### config.mk
export PLATFORM = sky130hd
export DESIGN_NAME = sstrap_top
export DESIGN_NICKNAME = d
export VERILOG_FILES = /design/src/rtl/sstrap_top.v /design/src/rtl/sstrap_decode.v
export VERILOG_INCLUDE_DIRS = /design/src /design/src/rtl
export SDC_FILE = /design/constraint.sdc
export NUM_CORES = 1
export LEC_CHECK = 0
export BUFFER_PORTS_ARGS = -buffer_cell sky130_fd_sc_hd__buf_2
export CORE_ASPECT_RATIO = 0.75
export CORE_MARGIN = 10
export CORE_UTILIZATION = 47
export CTS_CLUSTER_SIZE = 28
export DETAILED_ROUTE_END_ITERATION = 6
export PLACE_DENSITY = 0.87
export SLEW_MARGIN = 20
export SYNTH_ARGS = -nofsm -noshare
export SYNTH_HDL_FRONTEND = slang
export SYNTH_SLANG_ARGS = --single-unit
### constraint.sdc
create_clock -name aclk -period 1.7 [get_ports aclk]
set_input_delay 0 -clock aclk [delete_from_list [all_inputs] [get_ports aclk]]
set_output_delay 0 -clock aclk [all_outputs]
set_load 0.01 [all_outputs]
### src/rtl/sstrap_regs.vh
`ifndef SSTRAP_REGS_VH
`define SSTRAP_REGS_VH

`define SSTRAP_SCR1_INDEX      4'h9
`define SSTRAP_SCR1_ADDR       8'h24
`define SSTRAP_STATUS_ADDR     8'h40
`define SSTRAP_MODECTL_ADDR    8'h44
`define SSTRAP_ADVERT_ADDR     8'h48
`define SSTRAP_LEDCFG_ADDR     8'h4c

`define SSTRAP_DONE_BIT        15
`define SSTRAP_MDIX_BIT        14
`define SSTRAP_NEGEN_BIT       13
`define SSTRAP_NEGMODE_HI      12
`define SSTRAP_NEGMODE_LO      11
`define SSTRAP_LED_BIT         10

`define SSTRAP_SCR1_RESET      16'h7c00
`define SSTRAP_SCR1_WMASK      16'hfc00

`define SSTRAP_MODECTL_NEGEN_BIT  12
`define SSTRAP_MODECTL_SPEED_BIT  13
`define SSTRAP_MODECTL_DUPLEX_BIT 8
`define SSTRAP_ADVERT_10HD_BIT    5
`define SSTRAP_ADVERT_10FD_BIT    6
`define SSTRAP_ADVERT_100HD_BIT   7
`define SSTRAP_ADVERT_100FD_BIT   8
`define SSTRAP_ADVERT_SEL         16'h0001
`define SSTRAP_MDIX_CTRL_BIT   15
`define SSTRAP_LEDCFG_BIT      5

`define SSTRAP_RESET_PULSE_NS  40
`define SSTRAP_CLK_PERIOD_NS   10
`define SSTRAP_RESET_PULSE_CYC ((`SSTRAP_RESET_PULSE_NS + `SSTRAP_CLK_PERIOD_NS - 1) / `SSTRAP_CLK_PERIOD_NS)

`endif

### src/rtl/sstrap_top.v
// Operation
// RULE1: host writes straps first, then done bit
// RULE2: done bit fires reset pulse, latches straps
// RULE3: done resets 0; zero means config incomplete
// RULE4: bit 14 crossover enable, default one
// RULE5: crossover value copied to crossover control
// RULE6: enable plus mode decode forced/advertised modes
// RULE7: decoded value written to control, advertise
// RULE8: bit 10 led mode one, default one
// RULE9: led bit latched into led config bit 5
// RULE10: unwritten fields keep and latch defaults
//
// Design decision made here: the AXI4-Lite slave port.
`timescale 1ns/1ps
`default_nettype none
`include "sstrap_regs.vh"

module sstrap_top #(
    parameter PULSE_CYCLES = `SSTRAP_RESET_PULSE_CYC
) (
    input  wire        aclk,
    input  wire        aresetn,
    input  wire [7:0]  s_axi_awaddr,
    input  wire        s_axi_awvalid,
    output wire        s_axi_awready,
    input  wire [31:0] s_axi_wdata,
    input  wire [3:0]  s_axi_wstrb,
    input  wire        s_axi_wvalid,
    output wire        s_axi_wready,
    output reg  [1:0]  s_axi_bresp,
    output reg         s_axi_bvalid,
    input  wire        s_axi_bready,
    input  wire [7:0]  s_axi_araddr,
    input  wire        s_axi_arvalid,
    output wire        s_axi_arready,
    output reg  [31:0] s_axi_rdata,
    output reg  [1:0]  s_axi_rresp,
    output reg         s_axi_rvalid,
    input  wire        s_axi_rready,
    output reg         internal_reset_pulse,
    output reg         config_complete,
    output reg         mdix_enable,
    output reg  [15:0] basic_mode_control_reg,
    output reg  [15:0] ability_advertise_reg,
    output reg         led_config_select
);
    localparam ST_WAIT  = 2'd0;
    localparam ST_PULSE = 2'd1;
    localparam ST_DONE  = 2'd2;

    reg  [15:0] soft_strap_control_one;
    reg  [1:0]  state;
    reg  [7:0]  pulse_count;
    reg  [7:0]  aw_addr;
    reg         aw_held;
    reg  [31:0] w_data;
    reg  [3:0]  w_strb;
    reg         w_held;
    wire [15:0] dec_mode_ctl;
    wire [15:0] dec_advert;
    wire        negotiation_enable_flag;
    wire [1:0]  negotiation_mode_select;
    wire        do_write;
    wire        write_ok;
    wire [15:0] wr_val;

    function addr_known;
        input [7:0] a;
        begin
            if (a == `SSTRAP_SCR1_ADDR)
                addr_known = 1'b1;
            else if (a == `SSTRAP_STATUS_ADDR)
                addr_known = 1'b1;
            else if (a == `SSTRAP_MODECTL_ADDR)
                addr_known = 1'b1;
            else if (a == `SSTRAP_ADVERT_ADDR)
                addr_known = 1'b1;
            else if (a == `SSTRAP_LEDCFG_ADDR)
                addr_known = 1'b1;
            else
                addr_known = 1'b0;
        end
    endfunction

    assign negotiation_enable_flag = soft_strap_control_one[`SSTRAP_NEGEN_BIT];
    assign negotiation_mode_select = soft_strap_control_one[`SSTRAP_NEGMODE_HI:`SSTRAP_NEGMODE_LO];

    sstrap_decode u_decode (
        .neg_enable   (negotiation_enable_flag), // RULE6
        .neg_mode     (negotiation_mode_select),
        .mode_ctl_val (dec_mode_ctl),
        .advert_val   (dec_advert)
    );

    // write side: address and data held until both present, one response outstanding
    assign s_axi_awready = !aw_held && !s_axi_bvalid;
    assign s_axi_wready  = !w_held && !s_axi_bvalid;
    assign do_write      = aw_held && w_held && !s_axi_bvalid;
    assign write_ok      = (aw_addr == `SSTRAP_SCR1_ADDR);
    assign wr_val        = {w_strb[1] ? w_data[15:8] : soft_strap_control_one[15:8],
                            w_strb[0] ? w_data[7:0]  : soft_strap_control_one[7:0]};

    always @(posedge aclk) begin
        if (!aresetn) begin
            aw_held      <= 1'b0;
            w_held       <= 1'b0;
            aw_addr      <= 8'h00;
            w_data       <= 32'h00000000;
            w_strb       <= 4'h0;
            s_axi_bvalid <= 1'b0;
            s_axi_bresp  <= 2'b00;
            soft_strap_control_one <= `SSTRAP_SCR1_RESET; // RULE4 RULE8 RULE10
        end else begin
            if (s_axi_awvalid && s_axi_awready) begin
                aw_held <= 1'b1;
                aw_addr <= s_axi_awaddr;
            end
            if (s_axi_wvalid && s_axi_wready) begin
                w_held <= 1'b1;
                w_data <= s_axi_wdata;
                w_strb <= s_axi_wstrb;
            end
            if (do_write) begin
                aw_held      <= 1'b0;
                w_held       <= 1'b0;
                s_axi_bvalid <= 1'b1;
                s_axi_bresp  <= addr_known(aw_addr) ? 2'b00 : 2'b10;
                // lower bits are out of scope and stay zero
                if (write_ok)
                    soft_strap_control_one <= wr_val & `SSTRAP_SCR1_WMASK; // RULE3 RULE4
            end else if (s_axi_bvalid && s_axi_bready) begin
                s_axi_bvalid <= 1'b0;
            end
        end
    end

    // internal reset sequence; a clear of done after completion restarts the wait, while the pulse state ignores done
    always @(posedge aclk) begin
        if (!aresetn) begin
            state                  <= ST_WAIT;
            pulse_count            <= 8'h00;
            internal_reset_pulse   <= 1'b0;
            config_complete        <= 1'b0;
            mdix_enable            <= 1'b1;
            basic_mode_control_reg <= 16'h0000;
            ability_advertise_reg  <= 16'h0000;
            led_config_select      <= 1'b1;
        end else begin
            case (state)
                ST_WAIT: begin
                    // configuration incomplete while done is low
                    if (soft_strap_control_one[`SSTRAP_DONE_BIT]) begin // RULE3
                        state                <= ST_PULSE;
                        pulse_count          <= PULSE_CYCLES[7:0];
                        internal_reset_pulse <= 1'b1; // RULE2
                    end
                end
                ST_PULSE: begin
                    if (pulse_count == 8'h01) begin
                        internal_reset_pulse   <= 1'b0;
                        state                  <= ST_DONE;
                        config_complete        <= 1'b1; // RULE3
                        mdix_enable            <= soft_strap_control_one[`SSTRAP_MDIX_BIT]; // RULE5
                        basic_mode_control_reg <= dec_mode_ctl; // RULE7
                        ability_advertise_reg  <= dec_advert; // RULE7
                        led_config_select      <= soft_strap_control_one[`SSTRAP_LED_BIT]; // RULE9
                    end
                    pulse_count <= pulse_count - 8'h01;
                end
                default: begin
                    // latched values hold; done cleared re-arms a new load
                    if (!soft_strap_control_one[`SSTRAP_DONE_BIT]) begin
                        state           <= ST_WAIT;
                        config_complete <= 1'b0;
                    end
                end
            endcase
        end
    end

    // read side, one read at a time
    assign s_axi_arready = !s_axi_rvalid;

    always @(posedge aclk) begin
        if (!aresetn) begin
            s_axi_rvalid <= 1'b0;
            s_axi_rdata  <= 32'h00000000;
            s_axi_rresp  <= 2'b00;
        end else if (s_axi_arvalid && s_axi_arready) begin
            s_axi_rvalid <= 1'b1;
            s_axi_rresp  <= 2'b00;
            if (s_axi_araddr == `SSTRAP_SCR1_ADDR)
                s_axi_rdata <= {16'h0000, soft_strap_control_one};
            else if (s_axi_araddr == `SSTRAP_STATUS_ADDR)
                s_axi_rdata <= {28'h0000000, led_config_select, mdix_enable,
                                internal_reset_pulse, config_complete};
            else if (s_axi_araddr == `SSTRAP_MODECTL_ADDR)
                s_axi_rdata <= {16'h0000, basic_mode_control_reg};
            else if (s_axi_araddr == `SSTRAP_ADVERT_ADDR)
                s_axi_rdata <= {16'h0000, ability_advertise_reg};
            else if (s_axi_araddr == `SSTRAP_LEDCFG_ADDR)
                s_axi_rdata <= {26'h0, led_config_select, 5'h00};
            else begin
                s_axi_rdata <= 32'h00000000;
                s_axi_rresp <= 2'b10;
            end
        end else if (s_axi_rvalid && s_axi_rready) begin
            s_axi_rvalid <= 1'b0;
        end
    end
endmodule

`default_nettype wire

### src/rtl/sstrap_decode.v
`timescale 1ns/1ps
`default_nettype none
`include "sstrap_regs.vh"

module sstrap_decode (
    input  wire        neg_enable,
    input  wire [1:0]  neg_mode,
    output reg  [15:0] mode_ctl_val,
    output reg  [15:0] advert_val
);
    always @* begin
        mode_ctl_val = 16'h0000;
        advert_val   = `SSTRAP_ADVERT_SEL;
        mode_ctl_val[`SSTRAP_MODECTL_NEGEN_BIT] = neg_enable;
        if (!neg_enable) begin
            mode_ctl_val[`SSTRAP_MODECTL_SPEED_BIT]  = neg_mode[1];
            mode_ctl_val[`SSTRAP_MODECTL_DUPLEX_BIT] = neg_mode[0];
            case (neg_mode)
                2'b00: advert_val[`SSTRAP_ADVERT_10HD_BIT] = 1'b1;
                2'b01: advert_val[`SSTRAP_ADVERT_10FD_BIT] = 1'b1;
                2'b10: advert_val[`SSTRAP_ADVERT_100HD_BIT] = 1'b1;
                default: advert_val[`SSTRAP_ADVERT_100FD_BIT] = 1'b1;
            endcase
        end else begin
            mode_ctl_val[`SSTRAP_MODECTL_SPEED_BIT]  = 1'b1;
            mode_ctl_val[`SSTRAP_MODECTL_DUPLEX_BIT] = 1'b1;
            case (neg_mode)
                2'b00: begin
                    advert_val[`SSTRAP_ADVERT_10HD_BIT] = 1'b1;
                    advert_val[`SSTRAP_ADVERT_10FD_BIT] = 1'b1;
                end
                2'b01: begin
                    advert_val[`SSTRAP_ADVERT_100HD_BIT] = 1'b1;
                    advert_val[`SSTRAP_ADVERT_100FD_BIT] = 1'b1;
                end
                2'b10: begin
                    advert_val[`SSTRAP_ADVERT_10HD_BIT]  = 1'b1;
                    advert_val[`SSTRAP_ADVERT_100HD_BIT] = 1'b1;
                end
                default: begin
                    advert_val[`SSTRAP_ADVERT_10HD_BIT]  = 1'b1;
                    advert_val[`SSTRAP_ADVERT_10FD_BIT]  = 1'b1;
                    advert_val[`SSTRAP_ADVERT_100HD_BIT] = 1'b1;
                    advert_val[`SSTRAP_ADVERT_100FD_BIT] = 1'b1;
                end
            endcase
        end
    end
endmodule

`default_nettype wire

==> impl.org <==
** Logic synthesis
- After synthesis, the share of flip-flops with an asynchronous set or reset is 0%.
- For this run, the leading register cell type out of synthesis is sky130_fd_sc_hd__dfxtp_1.
- Most instantiated library cell after synthesis :: sky130_fd_sc_hd__dfxtp_1
- Cells after Synth :: 337
- Post-synthesis instance area :: around 3000 um2
- Ranked by total cell area, the synthesized netlist is headed by sky130_fd_sc_hd__dfxtp_1, sky130_fd_sc_hd__buf_4, sky130_fd_sc_hd__mux2i_1.
- In this run the mean area of a mapped cell was 8.70 um2.
- Number of synthesized flops with an enable pin :: 0
- The largest total area in the synthesized netlist belongs to sky130_fd_sc_hd__dfxtp_1.
- Yosys reg bits :: 63
- Post-synthesis sequential area ratio :: between 40% and 50%
- The synthesized design devotes to its leading area cell type between 40% and 50% of total area.
- Number of warnings issued by yosys :: 0
- By count the netlist is led by sky130_fd_sc_hd__dfxtp_1, sky130_fd_sc_hd__buf_4, sky130_fd_sc_hd__nand2_1, sky130_fd_sc_hd__nor2_1, sky130_fd_sc_hd__a21oi_1.
- The number of different library cells used by synthesis comes to 45.

** Clocking
- Clock-pin slew was measured on the worst setup and hold paths at 0.07 ns.
- At the later pin of the worst-skew pair, clock insertion delay measures approximately 0.33 ns.
- Buffers inserted during clock tree synthesis total 9.
- Once the clock tree was built, the setup fixing pass inserted 0 buffers.
- The clock passes through at most 2 buffers.
- The cell sitting at the root of the clock tree is a sky130_fd_sc_hd__clkbuf_8.
- TritonCTS built the clock tree.
- H-tree levels :: 3
- Gates resized, CTS repair :: 0
- Number of sinks on the clock net :: between 60 and 70

** Global route
- Number of antenna violations at the first check in global routing :: 0
- Vias in the first global route :: roughly 2500
- Wire length of the first global-routing pass :: between 10000 and 15000 um
- Maximum number of pins on one net before global-route repair :: 20
- Overflow after GRT :: 0
- For this run, the total global-route usage over all layers was measured as approximately 15%.

** Cells and area
- 0 antenna diodes ended up in the layout.
- The multi-input combinational cells in the finished layout cover a total of 1410 um2.
- Largest registers :: s_axi_rdata (14), aw_addr (8), pulse_count (8)
- Filler Cell Count :: about 500
- Largest register FFs :: 14
- Cells with a size suffix above 1 make up between 20% and 30% of the layout.
- In the final layout, flip-flops and latches occupy ~1300 um2.
- In the final design database the tool counted just under 500 nets.
- The area growth from synthesis to layout is 22.4%.
- More flip-flops sit in one register than any other, and that register is s_axi_rdata.

** Power and ir drop
- Power spread over the standard cell area amounts to 864 nW/um2.
- The worst-case IR drop observed on VDD is between 600 and 700 uV.
- Leakage power :: about 1.7 nW

** Setup path
- Data on the critical path arrives at its endpoint at between 1.5 and 2 ns.
- End point of the critical path :: ability_advertise_reg[8]$_SDFFE_PN0P_
- The worst setup path is captured at a flip-flop.
- R2r worst-path depth :: 5
- Worst-path fanout max :: 9
- The worst setup path is launched from a flip-flop.
- Data on the critical path is required at its endpoint by 1.94 ns.
- In this run the critical register-to-register path is launched from pulse_count[3]$_SDFFE_PN0P_.
- In this run the worst setup path begins at pulse_count[3]$_SDFFE_PN0P_.
- Worst flop-to-flop path endpoint :: ability_advertise_reg[8]$_SDFFE_PN0P_
- Register-to-register setup slack :: 0.12 ns
- The critical path in this run is classified as reg2reg.

** Route
- Highest layer used for signal routing :: met4
- The final layout contains routed wiring with a total length of around 7500 um.
- Summing over every cut layer, the via total after detailed routing is roughly 2500.
- Via/cell ratio :: 4.90
- Initial DRC count :: roughly 140
- Routed length per instance :: approximately 15 um
- After detailed routing, the met3 layer carries approximately 530 um of wire.
- Count of antenna-violating nets left after detailed routing :: 0
- Met1 WL :: roughly 3000 um
- In the detailed route, the total length drawn on met2 is 3880 um.
- Drc violations :: 0
- Number of iterations in the first detailed-routing pass :: 4

** STA
- Static timing analysis puts the maximum clock frequency at between 600 and 700 MHz.
- Final worst-path cycle share :: between 90% and 100%
- Sum of negative setup slack :: 0 ns
- Final min period :: ~1.6 ns
- Setup slack on the critical path of the routed design comes to ~0.12 ns.
- The count of endpoints failing hold in the final timing report was 0.
- Final clock skew :: 0.00589 ns
- The number of max-slew violations in the final report came to 0.
- Setup repair after global routing left no endpoint under its margin.
- Count of endpoints failing setup in the final report :: 0

** Placed design
- The count of buffers added on input and output ports is 62.
- Summed over all nets, the half-perimeter wirelength after detailed placement is around 5600 um.
- Prior to clock tree synthesis, the placed netlist has a worst setup slack of roughly 0.11 ns.
- Final RePlAce weighted congestion :: between 0.8 and 0.9

** Die
- The die is approximately 110 um wide.
- Once the floorplan was initialized, standard cells occupied 49.5% of the core.
- Placeable core region :: around 5900 um2
- In this run the vertical extent of the chip is a little under 90 um.
- The die covers around 10000 um2.
- In this run the count of I/O pins placed on the die edge is between 100 and 150.
- Row generation in the floorplan step produced 24 rows.

** Worst hold path
- Class of the tightest hold or removal check :: in2reg
- Counting instances, the worst hold path has a depth of 3.

** Flow run
- Across the run, the number of max-cap violations was 0.

** Status
- The run finished with clean final reports.
cell type report:
class | count | share of cell area [%]
Clock buffer | 12 | 4.05
Clock inverter | 4 | 1.26
Inverter | 8 | 0.837
Multi-Input combinational cell | 251 | 39.4
Sequential cell | 63 | 35.2
Tap cell | 78 | 2.72
Timing Repair Buffer | 94 | 16.5
layer usage:
layer | vias to the layer above | global-route usage, %
met5 | - | 0
met4 | 0 | 4.77
met3 | 11 | 6.02
met2 | 77 | 25.5
met1 | 1172 | 16.2
li1 | 1238 | -
cells in the final DEF (no fill, tap or decap), types with 8 or more instances in the layout:
cell type                        n
sky130_fd_sc_hd__dfxtp_1        63
sky130_fd_sc_hd__buf_2          62
sky130_fd_sc_hd__nand2_1        44
sky130_fd_sc_hd__conb_1         44
sky130_fd_sc_hd__nor2_1         39
sky130_fd_sc_hd__a21oi_1        20
sky130_fd_sc_hd__mux2i_1        17
sky130_fd_sc_hd__dlygate4sd3_1  17
sky130_fd_sc_hd__buf_4          15
sky130_fd_sc_hd__clkbuf_8       10
sky130_fd_sc_hd__a22oi_1         8
sky130_fd_sc_hd__o21ai_0         8
stage by stage:
stage	instance area, um2	total power [mW]	instances	utilization, %	hold slack [ns]
after detailed placement	3230	1.84	477	54.5	0.246
after global placement	3230	1.83	477	54.5	0.239
final	3590	3.10	510	60.6	0.0222
after global routing	3590	3.23	510	60.6	0.0292
after CTS	3590	3.12	510	60.6	0.00895
after floorplan	3090	1.82	380	-	0.136
worst max-delay path: stages, from the launching register on:
cell,delay [ns]
sky130_fd_sc_hd__dfxtp_1,0.34
sky130_fd_sc_hd__nor4_1,0.27
sky130_fd_sc_hd__buf_4,0.17
sky130_fd_sc_hd__and4b_1,0.40
sky130_fd_sc_hd__nor2_1,0.07
sky130_fd_sc_hd__a311oi_1,0.25
power by group:
part,internal [mW],leakage [nW],total [mW],switching [mW]
sequential,1.51,0.511,1.54,0.0241
combinational,0.124,1.07,0.309,0.186
clock,0.710,0.100,1.25,0.542
total,2.35,1.68,3.10,0.751
cells by family (layout without fill, tap and decap cells):
family	Yosys count	count (layout)	share of synthesized area [%]
and+or+nand+nor	129	129	22.0
buffers and inverters	66	118	14.2
DFF	63	63	43.0
AOI/OAI and AO/OA	53	53	11.5
muxes	21	21	7.34
adders and majority gates	4	4	1.71
other	1	44	0.128
worst min-delay path by stage:
stage / to / slack, ns / start
5_1_grt: s_axi_rdata[5]$_SDFFE_PN0P_ / 0.03 / s_axi_araddr[3]
3_5_place_dp: w_data[12]$_SDFFE_PN0P_ / 0.25 / s_axi_wdata[12]
4_1_cts: s_axi_rdata[5]$_SDFFE_PN0P_ / 0.009 / s_axi_araddr[3]
6_report: s_axi_rdata[5]$_SDFFE_PN0P_ / 0.02 / s_axi_araddr[3]
3_3_place_gp: w_data[15]$_SDFFE_PN0P_ / 0.24 / s_axi_wdata[15]
2_1_floorplan: aw_addr[2]$_SDFFE_PN0P_ / 0.14 / s_axi_awaddr[2]
timing repair:
| item | CTS | global route |
|---|---|---|
| endpoints found under the setup margin | 0 | 0 |
| endpoints found under the hold margin | 17 | 0 |
| hold buffers | 17 | 0 |
(Power assumes the default switching activity.)
